$ cat src/rcw_pkg.sv
// Shared constants for the rotational coordinate ring block
package rcw_pkg;
	// Register byte offsets on the APB bus
	localparam logic [7:0] OFF_FIRST = 8'h00;
	localparam logic [7:0] OFF_LAST = 8'h04;
	localparam logic [7:0] OFF_TURN = 8'h08;
	localparam logic [7:0] OFF_TURN_ALIAS = 8'h0c;
	localparam logic [7:0] OFF_ORIGIN = 8'h10;
	localparam logic [7:0] OFF_CTRL = 8'h14;
	localparam logic [7:0] OFF_CMD = 8'h18;
	localparam logic [7:0] OFF_POS_DATA = 8'h1c;
	localparam logic [7:0] OFF_STATUS = 8'h20;
	localparam logic [7:0] OFF_IRQ_STAT = 8'h24;
	localparam logic [7:0] OFF_IRQ_MASK = 8'h28;
	localparam logic [7:0] OFF_CMD_POS = 8'h2c;
	localparam logic [7:0] OFF_FB_POS = 8'h30;
	localparam logic [7:0] OFF_ENC_POS = 8'h34;
	// Host command codes
	localparam logic [7:0] CODE_SETUP = 8'h04;
	localparam logic [7:0] CODE_POS_SET = 8'h20;
	localparam logic [7:0] CODE_SENSOR_ON = 8'h23;
	localparam logic [7:0] CODE_HOME = 8'h3a;
	// Accepted ranges of the bound and offset settings
	localparam logic signed [31:0] FIRST_MIN = -32'sd536870912;
	localparam logic signed [31:0] LAST_MAX = 32'sd536870911;
	localparam logic signed [31:0] ORIGIN_MIN = -32'sd1073741823;
	localparam logic signed [31:0] ORIGIN_MAX = 32'sd1073741823;
	// Reset values
	localparam logic [31:0] RST_BOUND = 32'h0000_0000;
	localparam logic [15:0] RST_TURN = 16'hffff;
	localparam logic [31:0] RST_ORIGIN = 32'h0000_0000;
	// Control register fields
	localparam int CTRL_REVERSE = 0;
	localparam int CTRL_ABS_ENC = 1;
	// Status register fields
	localparam int ST_ACTIVE = 0;
	localparam int ST_CONFIGURED = 1;
	localparam int ST_SOFT_LIMIT = 2;
	localparam int ST_ALARM = 3;
	// Interrupt status fields
	localparam int IRQ_ALARM = 0;
	localparam int IRQ_ACTIVATED = 1;
	localparam int IRQ_WRAP = 2;
	localparam int IRQ_W = 3;
endpackage

$ cat src/ring_range.sv
// Inclusive range check of a value against the ring bounds
`timescale 1ns/1ps
module ring_range (
	input wire logic signed [31:0] first,
	input wire logic signed [31:0] last,
	input wire logic signed [31:0] value,
	output logic in_ring
);
	// Pure comparison, no state; the port avoids the language's own set operator name
	assign in_ring = (value >= first) && (value <= last);
endmodule // ring_range

$ cat src/ring_wrap.sv
// Folds a sum back into the ring by one span, or truncates it linearly
`timescale 1ns/1ps
module ring_wrap (
	input wire logic active,
	input wire logic signed [31:0] first,
	input wire logic signed [31:0] last,
	input wire logic signed [32:0] sum,
	output logic [31:0] value,
	output logic wrapped
);
	logic signed [32:0] span; // Ring width, last minus first plus one
	logic signed [32:0] fold; // Sum after one correction
	assign span = 33'(last) - 33'(first) + 33'sd1;
	// One correction only: inputs must stay within one span of the ring
	always_comb begin
		fold = sum;
		wrapped = 1'b0;
		if (active && (sum > 33'(last))) begin
			fold = sum - span;
			wrapped = 1'b1;
		end else if (active && (sum < 33'(first))) begin
			fold = sum + span;
			wrapped = 1'b1;
		end
	end
	// Linear mode drops the carry, giving plain 32-bit two's complement
	assign value = fold[31:0];
endmodule // ring_wrap

$ cat src/rotational_coordinate_wrap.sv
// Rotational coordinate ring for one servo axis with APB registers
//
// Decided for this implementation: the address map and register access over APB.
`timescale 1ns/1ps
module rotational_coordinate_wrap import rcw_pkg::*; (
	input wire logic pclk,
	input wire logic presetn,
	input wire logic psel,
	input wire logic penable,
	input wire logic pwrite,
	input wire logic [7:0] paddr,
	input wire logic [31:0] pwdata,
	output logic [31:0] prdata,
	output logic pready,
	output logic pslverr,
	input wire logic [31:0] enc_position,
	input wire logic cmd_step_valid,
	input wire logic [31:0] cmd_step,
	output logic [31:0] commanded_position,
	output logic [31:0] feedback_position,
	output logic soft_limit_enable,
	output logic motor_reverse,
	output logic [15:0] turn_limit,
	output logic ring_active,
	output logic param_alarm,
	output logic irq
);
	// Settings written by software; bounds and turn limit are staged
	logic signed [31:0] first_stg_ff;
	logic signed [31:0] last_stg_ff;
	logic [15:0] turn_stg_ff;
	logic signed [31:0] origin_ff;
	logic [1:0] ctrl_ff;
	logic signed [31:0] pos_data_ff;
	// Applied settings, loaded at reset or on setup
	logic signed [31:0] first_ff;
	logic signed [31:0] last_ff;
	logic [15:0] turn_ff;
	// Axis state
	logic ring_active_ff;
	logic active_d_ff; // Ring enable one cycle late, for the rise event
	logic signed [31:0] offset_ff; // Encoder to machine displacement
	logic [31:0] cmd_ff;
	logic [31:0] fb_ff;
	logic sync_ff; // Copy feedback into command next cycle
	logic alarm_ff;
	logic [IRQ_W-1:0] irq_stat_ff;
	logic [IRQ_W-1:0] irq_mask_ff;
	logic [31:0] prdata_ff;
	// Combinational helpers
	logic wr_en;
	logic bad_wr;
	logic cmd_wr;
	logic setup_cmd;
	logic sens_cmd;
	logic home_cmd;
	logic pset_cmd;
	logic ring_cfg;
	logic abs_enc;
	logic [31:0] raw_dir;
	logic [31:0] fb_val;
	logic [31:0] cmd_val;
	logic cmd_wrapped;
	logic fb_wrapped; // Feedback sum needed a span correction
	logic origin_inside;
	logic pos_inside;
	logic cmd_inside;
	logic [IRQ_W-1:0] irq_set;
	logic [31:0] rd_mux;

	// Address match, used by the write decode; the read mux decodes with its own case
	function automatic logic hit(input logic [7:0] a, input logic [7:0] off);
		return a == off;
	endfunction

	// Only known offsets answer without error
	function automatic logic mapped(input logic [7:0] a);
		return (a[1:0] == 2'b00) && (a <= OFF_ENC_POS);
	endfunction

	// Zero-wait slave: every access completes in its first access cycle
	assign pready = 1'b1;
	assign wr_en = psel && penable && pwrite;

	// Out-of-range setting writes are refused and flagged
	always_comb begin
		bad_wr = 1'b0;
		if (hit(paddr, OFF_FIRST)) begin
			bad_wr = ($signed(pwdata) < FIRST_MIN) || ($signed(pwdata) > 32'sd0);
		end else if (hit(paddr, OFF_LAST)) begin
			bad_wr = ($signed(pwdata) < 32'sd0) || ($signed(pwdata) > LAST_MAX);
		end else if (hit(paddr, OFF_ORIGIN)) begin
			bad_wr = ($signed(pwdata) < ORIGIN_MIN) || ($signed(pwdata) > ORIGIN_MAX);
		end
	end
	assign pslverr = psel && penable && (!mapped(paddr) || (pwrite && bad_wr));

	// Host command port decoded from writes to the command register
	assign cmd_wr = wr_en && hit(paddr, OFF_CMD);
	assign setup_cmd = cmd_wr && (pwdata[7:0] == CODE_SETUP);
	assign sens_cmd = cmd_wr && (pwdata[7:0] == CODE_SENSOR_ON);
	assign home_cmd = cmd_wr && (pwdata[7:0] == CODE_HOME);
	// Set-coordinates outside a configured ring is not executed
	assign pset_cmd = cmd_wr && (pwdata[7:0] == CODE_POS_SET) && (!ring_cfg || pos_inside);

	assign ring_cfg = (first_ff != 32'sd0) || (last_ff != 32'sd0);
	assign abs_enc = ctrl_ff[CTRL_ABS_ENC];

	// Staged settings; these do not steer the axis until setup
	always_ff @(posedge pclk or negedge presetn) begin
		if (!presetn) begin
			first_stg_ff <= RST_BOUND;
			last_stg_ff <= RST_BOUND;
			turn_stg_ff <= RST_TURN;
		end else if (wr_en && !bad_wr) begin
			if (hit(paddr, OFF_FIRST)) begin
				first_stg_ff <= pwdata;
			end
			if (hit(paddr, OFF_LAST)) begin
				last_stg_ff <= pwdata;
			end
			// Both turn limit offsets reach the same setting
			if (hit(paddr, OFF_TURN) || hit(paddr, OFF_TURN_ALIAS)) begin
				turn_stg_ff <= pwdata[15:0];
			end
		end
	end

	// Settings used right away
	always_ff @(posedge pclk or negedge presetn) begin
		if (!presetn) begin
			origin_ff <= RST_ORIGIN;
			ctrl_ff <= 2'h0;
			pos_data_ff <= 32'h0000_0000;
		end else if (wr_en && !bad_wr) begin
			if (hit(paddr, OFF_ORIGIN)) begin
				origin_ff <= pwdata;
			end
			if (hit(paddr, OFF_CTRL)) begin
				ctrl_ff <= pwdata[1:0];
			end
			if (hit(paddr, OFF_POS_DATA)) begin
				pos_data_ff <= pwdata;
			end
		end
	end

	// Applied bounds and turn limit: reset stands in for a power cycle
	always_ff @(posedge pclk or negedge presetn) begin
		if (!presetn) begin
			first_ff <= RST_BOUND;
			last_ff <= RST_BOUND;
			turn_ff <= RST_TURN;
		end else if (setup_cmd) begin
			first_ff <= first_stg_ff;
			last_ff <= last_stg_ff;
			turn_ff <= turn_stg_ff;
		end
	end

	// Ring enable; new bounds need the enabling step again
	always_ff @(posedge pclk or negedge presetn) begin
		if (!presetn) begin
			ring_active_ff <= 1'b0;
		end else if (setup_cmd) begin
			ring_active_ff <= 1'b0;
		end else if (ring_cfg && abs_enc && sens_cmd) begin
			ring_active_ff <= 1'b1;
		end else if (ring_cfg && !abs_enc && (home_cmd || pset_cmd)) begin
			ring_active_ff <= 1'b1;
		end
	end

	// Reverse mode flips the encoder count so bounds keep reference sense
	assign raw_dir = ctrl_ff[CTRL_REVERSE] ? (32'h0 - enc_position) : enc_position;
	assign motor_reverse = ctrl_ff[CTRL_REVERSE];

	// Displacement from encoder count to machine coordinates
	always_ff @(posedge pclk or negedge presetn) begin
		if (!presetn) begin
			offset_ff <= 32'sd0;
		end else if (sens_cmd && abs_enc) begin
			offset_ff <= origin_ff;
		end else if (home_cmd) begin
			offset_ff <= 32'h0 - raw_dir;
		end else if (pset_cmd) begin
			offset_ff <= pos_data_ff - raw_dir;
		end
	end

	// Feedback fold; a raw count far beyond one span is not fully folded
	ring_wrap u_fb_wrap (
		.active(ring_active_ff),
		.first(first_ff),
		.last(last_ff),
		.sum(33'($signed(raw_dir)) + 33'(offset_ff)),
		.value(fb_val),
		.wrapped(fb_wrapped)
	);

	// Command fold on each step
	ring_wrap u_cmd_wrap (
		.active(ring_active_ff),
		.first(first_ff),
		.last(last_ff),
		.sum(33'($signed(cmd_ff)) + 33'($signed(cmd_step))),
		.value(cmd_val),
		.wrapped(cmd_wrapped)
	);

	// Feedback position register
	always_ff @(posedge pclk or negedge presetn) begin
		if (!presetn) begin
			fb_ff <= 32'h0000_0000;
		end else begin
			fb_ff <= fb_val;
		end
	end

	// Reference events realign the command one cycle later
	always_ff @(posedge pclk or negedge presetn) begin
		if (!presetn) begin
			sync_ff <= 1'b0;
		end else begin
			sync_ff <= sens_cmd || home_cmd || pset_cmd;
		end
	end

	// Command position: realign wins over a step in the same cycle
	always_ff @(posedge pclk or negedge presetn) begin
		if (!presetn) begin
			cmd_ff <= 32'h0000_0000;
		end else if (sync_ff) begin
			cmd_ff <= fb_val;
		end else if (cmd_step_valid) begin
			cmd_ff <= cmd_val;
		end
	end

	// Origin offset check against the applied bounds
	ring_range u_origin_rng (
		.first(first_ff),
		.last(last_ff),
		.value(origin_ff),
		.in_ring(origin_inside)
	);

	// Set-coordinates target check
	ring_range u_pos_rng (
		.first(first_ff),
		.last(last_ff),
		.value(pos_data_ff),
		.in_ring(pos_inside)
	);

	// Command position check, also watched by the assertions
	ring_range u_cmd_rng (
		.first(first_ff),
		.last(last_ff),
		.value(cmd_ff),
		.in_ring(cmd_inside)
	);

	// Alarm level; it follows the settings, so fixing the offset clears it
	always_ff @(posedge pclk or negedge presetn) begin
		if (!presetn) begin
			alarm_ff <= 1'b0;
		end else begin
			alarm_ff <= ring_cfg && !origin_inside;
		end
	end

	// Delayed ring enable; comparing against the live flop finds the rise
	always_ff @(posedge pclk or negedge presetn) begin
		if (!presetn) begin
			active_d_ff <= 1'b0;
		end else begin
			active_d_ff <= ring_active_ff;
		end
	end

	// Events: alarm rise, ring activation, command wrap
	assign irq_set[IRQ_ALARM] = ring_cfg && !origin_inside && !alarm_ff;
	assign irq_set[IRQ_ACTIVATED] = ring_active_ff && !active_d_ff;
	assign irq_set[IRQ_WRAP] = cmd_step_valid && !sync_ff && cmd_wrapped;

	// Sticky status, write one to clear; a new event beats the clear
	always_ff @(posedge pclk or negedge presetn) begin
		if (!presetn) begin
			irq_stat_ff <= '0;
		end else if (wr_en && hit(paddr, OFF_IRQ_STAT)) begin
			irq_stat_ff <= (irq_stat_ff & ~pwdata[IRQ_W-1:0]) | irq_set;
		end else begin
			irq_stat_ff <= irq_stat_ff | irq_set;
		end
	end

	// Interrupt mask, one enables the bit
	always_ff @(posedge pclk or negedge presetn) begin
		if (!presetn) begin
			irq_mask_ff <= '0;
		end else if (wr_en && hit(paddr, OFF_IRQ_MASK)) begin
			irq_mask_ff <= pwdata[IRQ_W-1:0];
		end
	end

	// Read mux; write-only and unmapped offsets read zero
	always_comb begin
		rd_mux = 32'h0000_0000;
		case (paddr)
			OFF_FIRST: rd_mux = first_stg_ff;
			OFF_LAST: rd_mux = last_stg_ff;
			OFF_TURN: rd_mux = {16'h0000, turn_stg_ff};
			OFF_TURN_ALIAS: rd_mux = {16'h0000, turn_stg_ff};
			OFF_ORIGIN: rd_mux = origin_ff;
			OFF_CTRL: rd_mux = {30'h0, ctrl_ff};
			OFF_POS_DATA: rd_mux = pos_data_ff;
			OFF_STATUS: rd_mux = {28'h0, alarm_ff, soft_limit_enable, ring_cfg, ring_active_ff};
			OFF_IRQ_STAT: rd_mux = {29'h0, irq_stat_ff};
			OFF_IRQ_MASK: rd_mux = {29'h0, irq_mask_ff};
			OFF_CMD_POS: rd_mux = cmd_ff;
			OFF_FB_POS: rd_mux = fb_ff;
			OFF_ENC_POS: rd_mux = enc_position;
			default: rd_mux = 32'h0000_0000;
		endcase
	end

	// Read data is captured in the setup cycle so it comes from a flop
	always_ff @(posedge pclk or negedge presetn) begin
		if (!presetn) begin
			prdata_ff <= 32'h0000_0000;
		end else if (psel && !penable && !pwrite) begin
			prdata_ff <= rd_mux;
		end
	end

	// Outputs
	assign prdata = prdata_ff;
	assign commanded_position = cmd_ff;
	assign feedback_position = fb_ff;
	assign soft_limit_enable = !ring_cfg;
	assign turn_limit = turn_ff;
	assign ring_active = ring_active_ff;
	assign param_alarm = alarm_ff;
	assign irq = |(irq_stat_ff & irq_mask_ff);

	// Helper: a step no wider than one span either way
	logic step_small;
	assign step_small = ($signed(cmd_step) <= (last_ff - first_ff + 32'sd1))
		&& ($signed(cmd_step) >= (first_ff - last_ff - 32'sd1));
endmodule // rotational_coordinate_wrap

$ cat config.mk
export PLATFORM = sky130hd
export DESIGN_NAME = rotational_coordinate_wrap
export DESIGN_NICKNAME = d
export VERILOG_FILES = /design/src/rcw_pkg.sv /design/src/ring_range.sv /design/src/ring_wrap.sv /design/src/rotational_coordinate_wrap.sv
export SDC_FILE = /design/constraint.sdc
export NUM_CORES = 2
export LEC_CHECK = 0
export BUFFER_PORTS_ARGS = -buffer_cell sky130_fd_sc_hd__buf_4
export CAP_MARGIN = 30
export CORE_AREA = 2 2 346 348
export CTS_BUF_LIST = sky130_fd_sc_hd__clkbuf_4 sky130_fd_sc_hd__clkbuf_8
export DETAILED_ROUTE_END_ITERATION = 12
export DIE_AREA = 0 0 348 350
export PLACE_DENSITY = 0.53
export SLEW_MARGIN = 20
export SYNTH_ARGS = -nofsm -noshare
export SYNTH_HDL_FRONTEND = slang
export SYNTH_SLANG_ARGS = --single-unit
export TNS_END_PERCENT = 50
$ cat constraint.sdc
create_clock -name pclk -period 17.4 [get_ports pclk]
set_clock_uncertainty 0.1 [all_clocks]
set_input_delay 2.61 -clock pclk [delete_from_list [all_inputs] [get_ports pclk]]
set_output_delay 2.61 -clock pclk [all_outputs]
set_load 0.01 [all_outputs]
==> flow_summary.ini <==
[setup_path]
reg2reg_to = commanded_position[17]
reg2reg_from = ctrl_ff[0]
r2r_slack_ns = 9.28
cpMostUsedCell = nor2_1
critical_path_class = in2reg
crit_required_ns = 17.92
r2r_cells = 28
crit_path_end_kind = flop
slowest_delay_ns = 0.76
crit_slowest_cell = o21ai_0
cp_max_fo = 27
critPathArrivalTime_ns = 10.59
worst_setup_path_start_kind = primary input

[power]
p_leak_nw = 20.2
switching_share = 0.453
cellPowerDensity_nw_per_um2 = 103
combPwrFrac = 0.507
peakVddDrop_mv = 0.0481
p_switching_w = 0.00189
p_clk_frac = 0.238
total_power_w = 0.00417
p_seq_frac = 0.255
p_int_w = 0.00228

[routing]
antenna_left = 0
vias = 34200
drcViolationCount = 0
drt-total-wl_um = 156000
vias_per_cell = 5.80
avgRoutedWirePerCell_um = 26.5
drt_first_pass_iters = 8
drt-initial-drc-count = 3580

[cts]
worst_skew_pair.late_latency_ns = 0.73
cts_tree = built
htreeDepth = 3
clockRootBuffer = clkbuf_8
cts_sinks = 364
cts_setup_buffers = 0
cts.clk_slew.worst_paths_ns = 0.06
numCtsBuffers = 71
cts_buffer_depth = 3
cts-hold-fix-buffers = 0
postCtsResizedCells = 0

[synth]
syn_area_um2 = 35100
synth_top_family_by_area = compound AO/OA/AOI/OAI gates
synth-seq-cells = 364
avgSynthCellArea_um2 = 8.59
yosysWarnings = 0
syn_inst = 4085
synthSimpleGateAreaFrac = 0.151
yosysUniqueCellTypes = 89
synth.area.mux_share = 0.0465
ys.flop_type = dfrtp_1
synth_nets = 4743
synth-async-reset-ratio = 1.00
synthAdderAreaFrac = 0.197
synthXorXnorAreaFrac = 0.0411
synth_compound_area_frac = 0.261
yosysSeqAreaShare = 0.261
synth_edf_count = 0

[timing]
hold_ws_ns = 0.320
finalCritPeriodShare = 0.579
post-route-min-period_ns = 10.07
finalMaxSlewViolations = 0
rsz0062_at_grt = false
clock.fmax_mhz = 99.3
final_hold_viol_count = 0
fin_setup_tns_ns = 0
worstMarginPinSlew_ns = 1.07
max_slew_margin = 0.281
finalSetupViolCount = 0

[floorplanning]
die_area_um2 = 122000
initial_core_util = 0.298
num_rows = 126
io_pins = 229
die_h_um = 350
die_w_um = 348
core_area_um2 = 118000

[global_routing]
grt_pass1_vias = 33400
antenna_found_initial = 2
grt.overflow.total = 0
grt_pass1_wl_um = 227000
grtUsageTotal = 0.252
grt_max_degree = 109

[placement]
placed_area_um2 = 38800
io_buffers = 227
dp_hpwl_um = 125000
finalWeightedCongestion = 0.957

[run]
maxCapViolations = 0

[cells_and_area]
final_area_um2 = 40500
final_nets = 4958
drive_gt1_frac = 0.155
final_common_cell = ha_1
areaGrowthSynthToFinish_pct = 15.2
final_cell_mix = 540 x ha_1, 370 x nand2_1, 331 x dfrtp_1

[hold_path]
hold_end = irq_stat_ff[1]
hold_path.startpoint = active_d_ff
hold_class = reg2reg
hold_depth = 1

[run_status]
status = completed
[worst max-delay path: cells and delay by family]
family | cells | cell delay [ns]
xor+xnor | 2 | 0.81
simple gates | 14 | 3.30
buf+inv | 2 | 0.47
compound gates | 11 | 2.83
fa+ha+maj | 2 | 0.55
[registers in the layout, summed over array words and instances (netlist names)]
signal,count
active_d_ff,1
commanded_position,32
ctrl_ff,2
feedback_position,32
first_ff,32
first_stg_ff,32
irq_mask_ff,3
irq_stat_ff,3
last_ff,32
last_stg_ff,32
offset_ff,32
origin_ff,32
param_alarm,1
pos_data_ff,32
prdata,32
ring_active,1
sync_ff,1
turn_limit,16
turn_stg_ff,16
[synth_stat cells, types with 80 or more instances]
library cell	instances	area share
clkbuf_1	150	0.016
o21ai_0	232	0.033
inv_1	231	0.025
nor2_1	276	0.030
ha_1	540	0.19
xnor2_1	98	0.024
mux2_2	136	0.044
a21oi_1	304	0.043
dfrtp_1	332	0.24
a21o_1	187	0.040
a22oi_1	80	0.017
nand2_1	370	0.040
[layout make-up]
cell class,count,area [um^2]
clock buffer,114,1400
fill,12300,77300
timing repair buffer,305,2340
multi-input combinational,3325,24600
sequential,364,9150
antenna,2,5.00
tap,1536,1920
inverter,233,875
clock inverter,16,181
[metrics by stage]
step | utilization | instances | worst slack (ns)
2_1_floorplan | - | 4085 | 8.13
3_3_place_gp | 0.329 | 5756 | 6.74
3_5_place_dp | 0.329 | 5759 | 6.57
4_1_cts | 0.343 | 5889 | 7.33
5_1_grt | 0.343 | 5894 | 6.77
6_report | 0.343 | 5895 | 7.33
[logic make-up (layout without fill, tap and decap cells)]
kind of cell    count (synthesis)  in the layout
other cells                     1              3
mux                           146            146
flops                         364            364
fa+ha+maj                     548            548
simple gates                 1112           1112
xor+xnor                      164            164
buf+inv                       396            668
compound gates               1354           1354
[worst max-delay path by stage]
stage               cells after the start            start                      to
floorplan                              29  enc_position[4]  commanded_position[10]
global placement                       29  enc_position[4]  commanded_position[10]
detailed placement                     29  enc_position[4]  commanded_position[10]
CTS                                    29  enc_position[4]  commanded_position[10]
global route                           31  enc_position[4]  commanded_position[17]
finish                                 31  enc_position[4]  commanded_position[17]
[power by group through the flow]
stage	clock network (W)	logic, W	registers, W
finish	0.000994	0.00211	0.00106
global route	0.00105	0.00232	0.00107
detailed placement	0	0.00206	0.00107
floorplan	0	0.00131	0.000987
CTS	0.00101	0.00208	0.00106
global placement	0	0.00206	0.00107
[routing by layer]
layer,track usage,up-vias,share of wire,wire length [um]
met2,0.390,1419,0.44,68100
li1,-,15700,-,-
met3,0.0383,242,0.075,11700
met4,0.106,2,0.042,6610
met5,0,-,0.000083,13
met1,0.348,16900,0.45,69900
(Power assumes the default switching activity.)
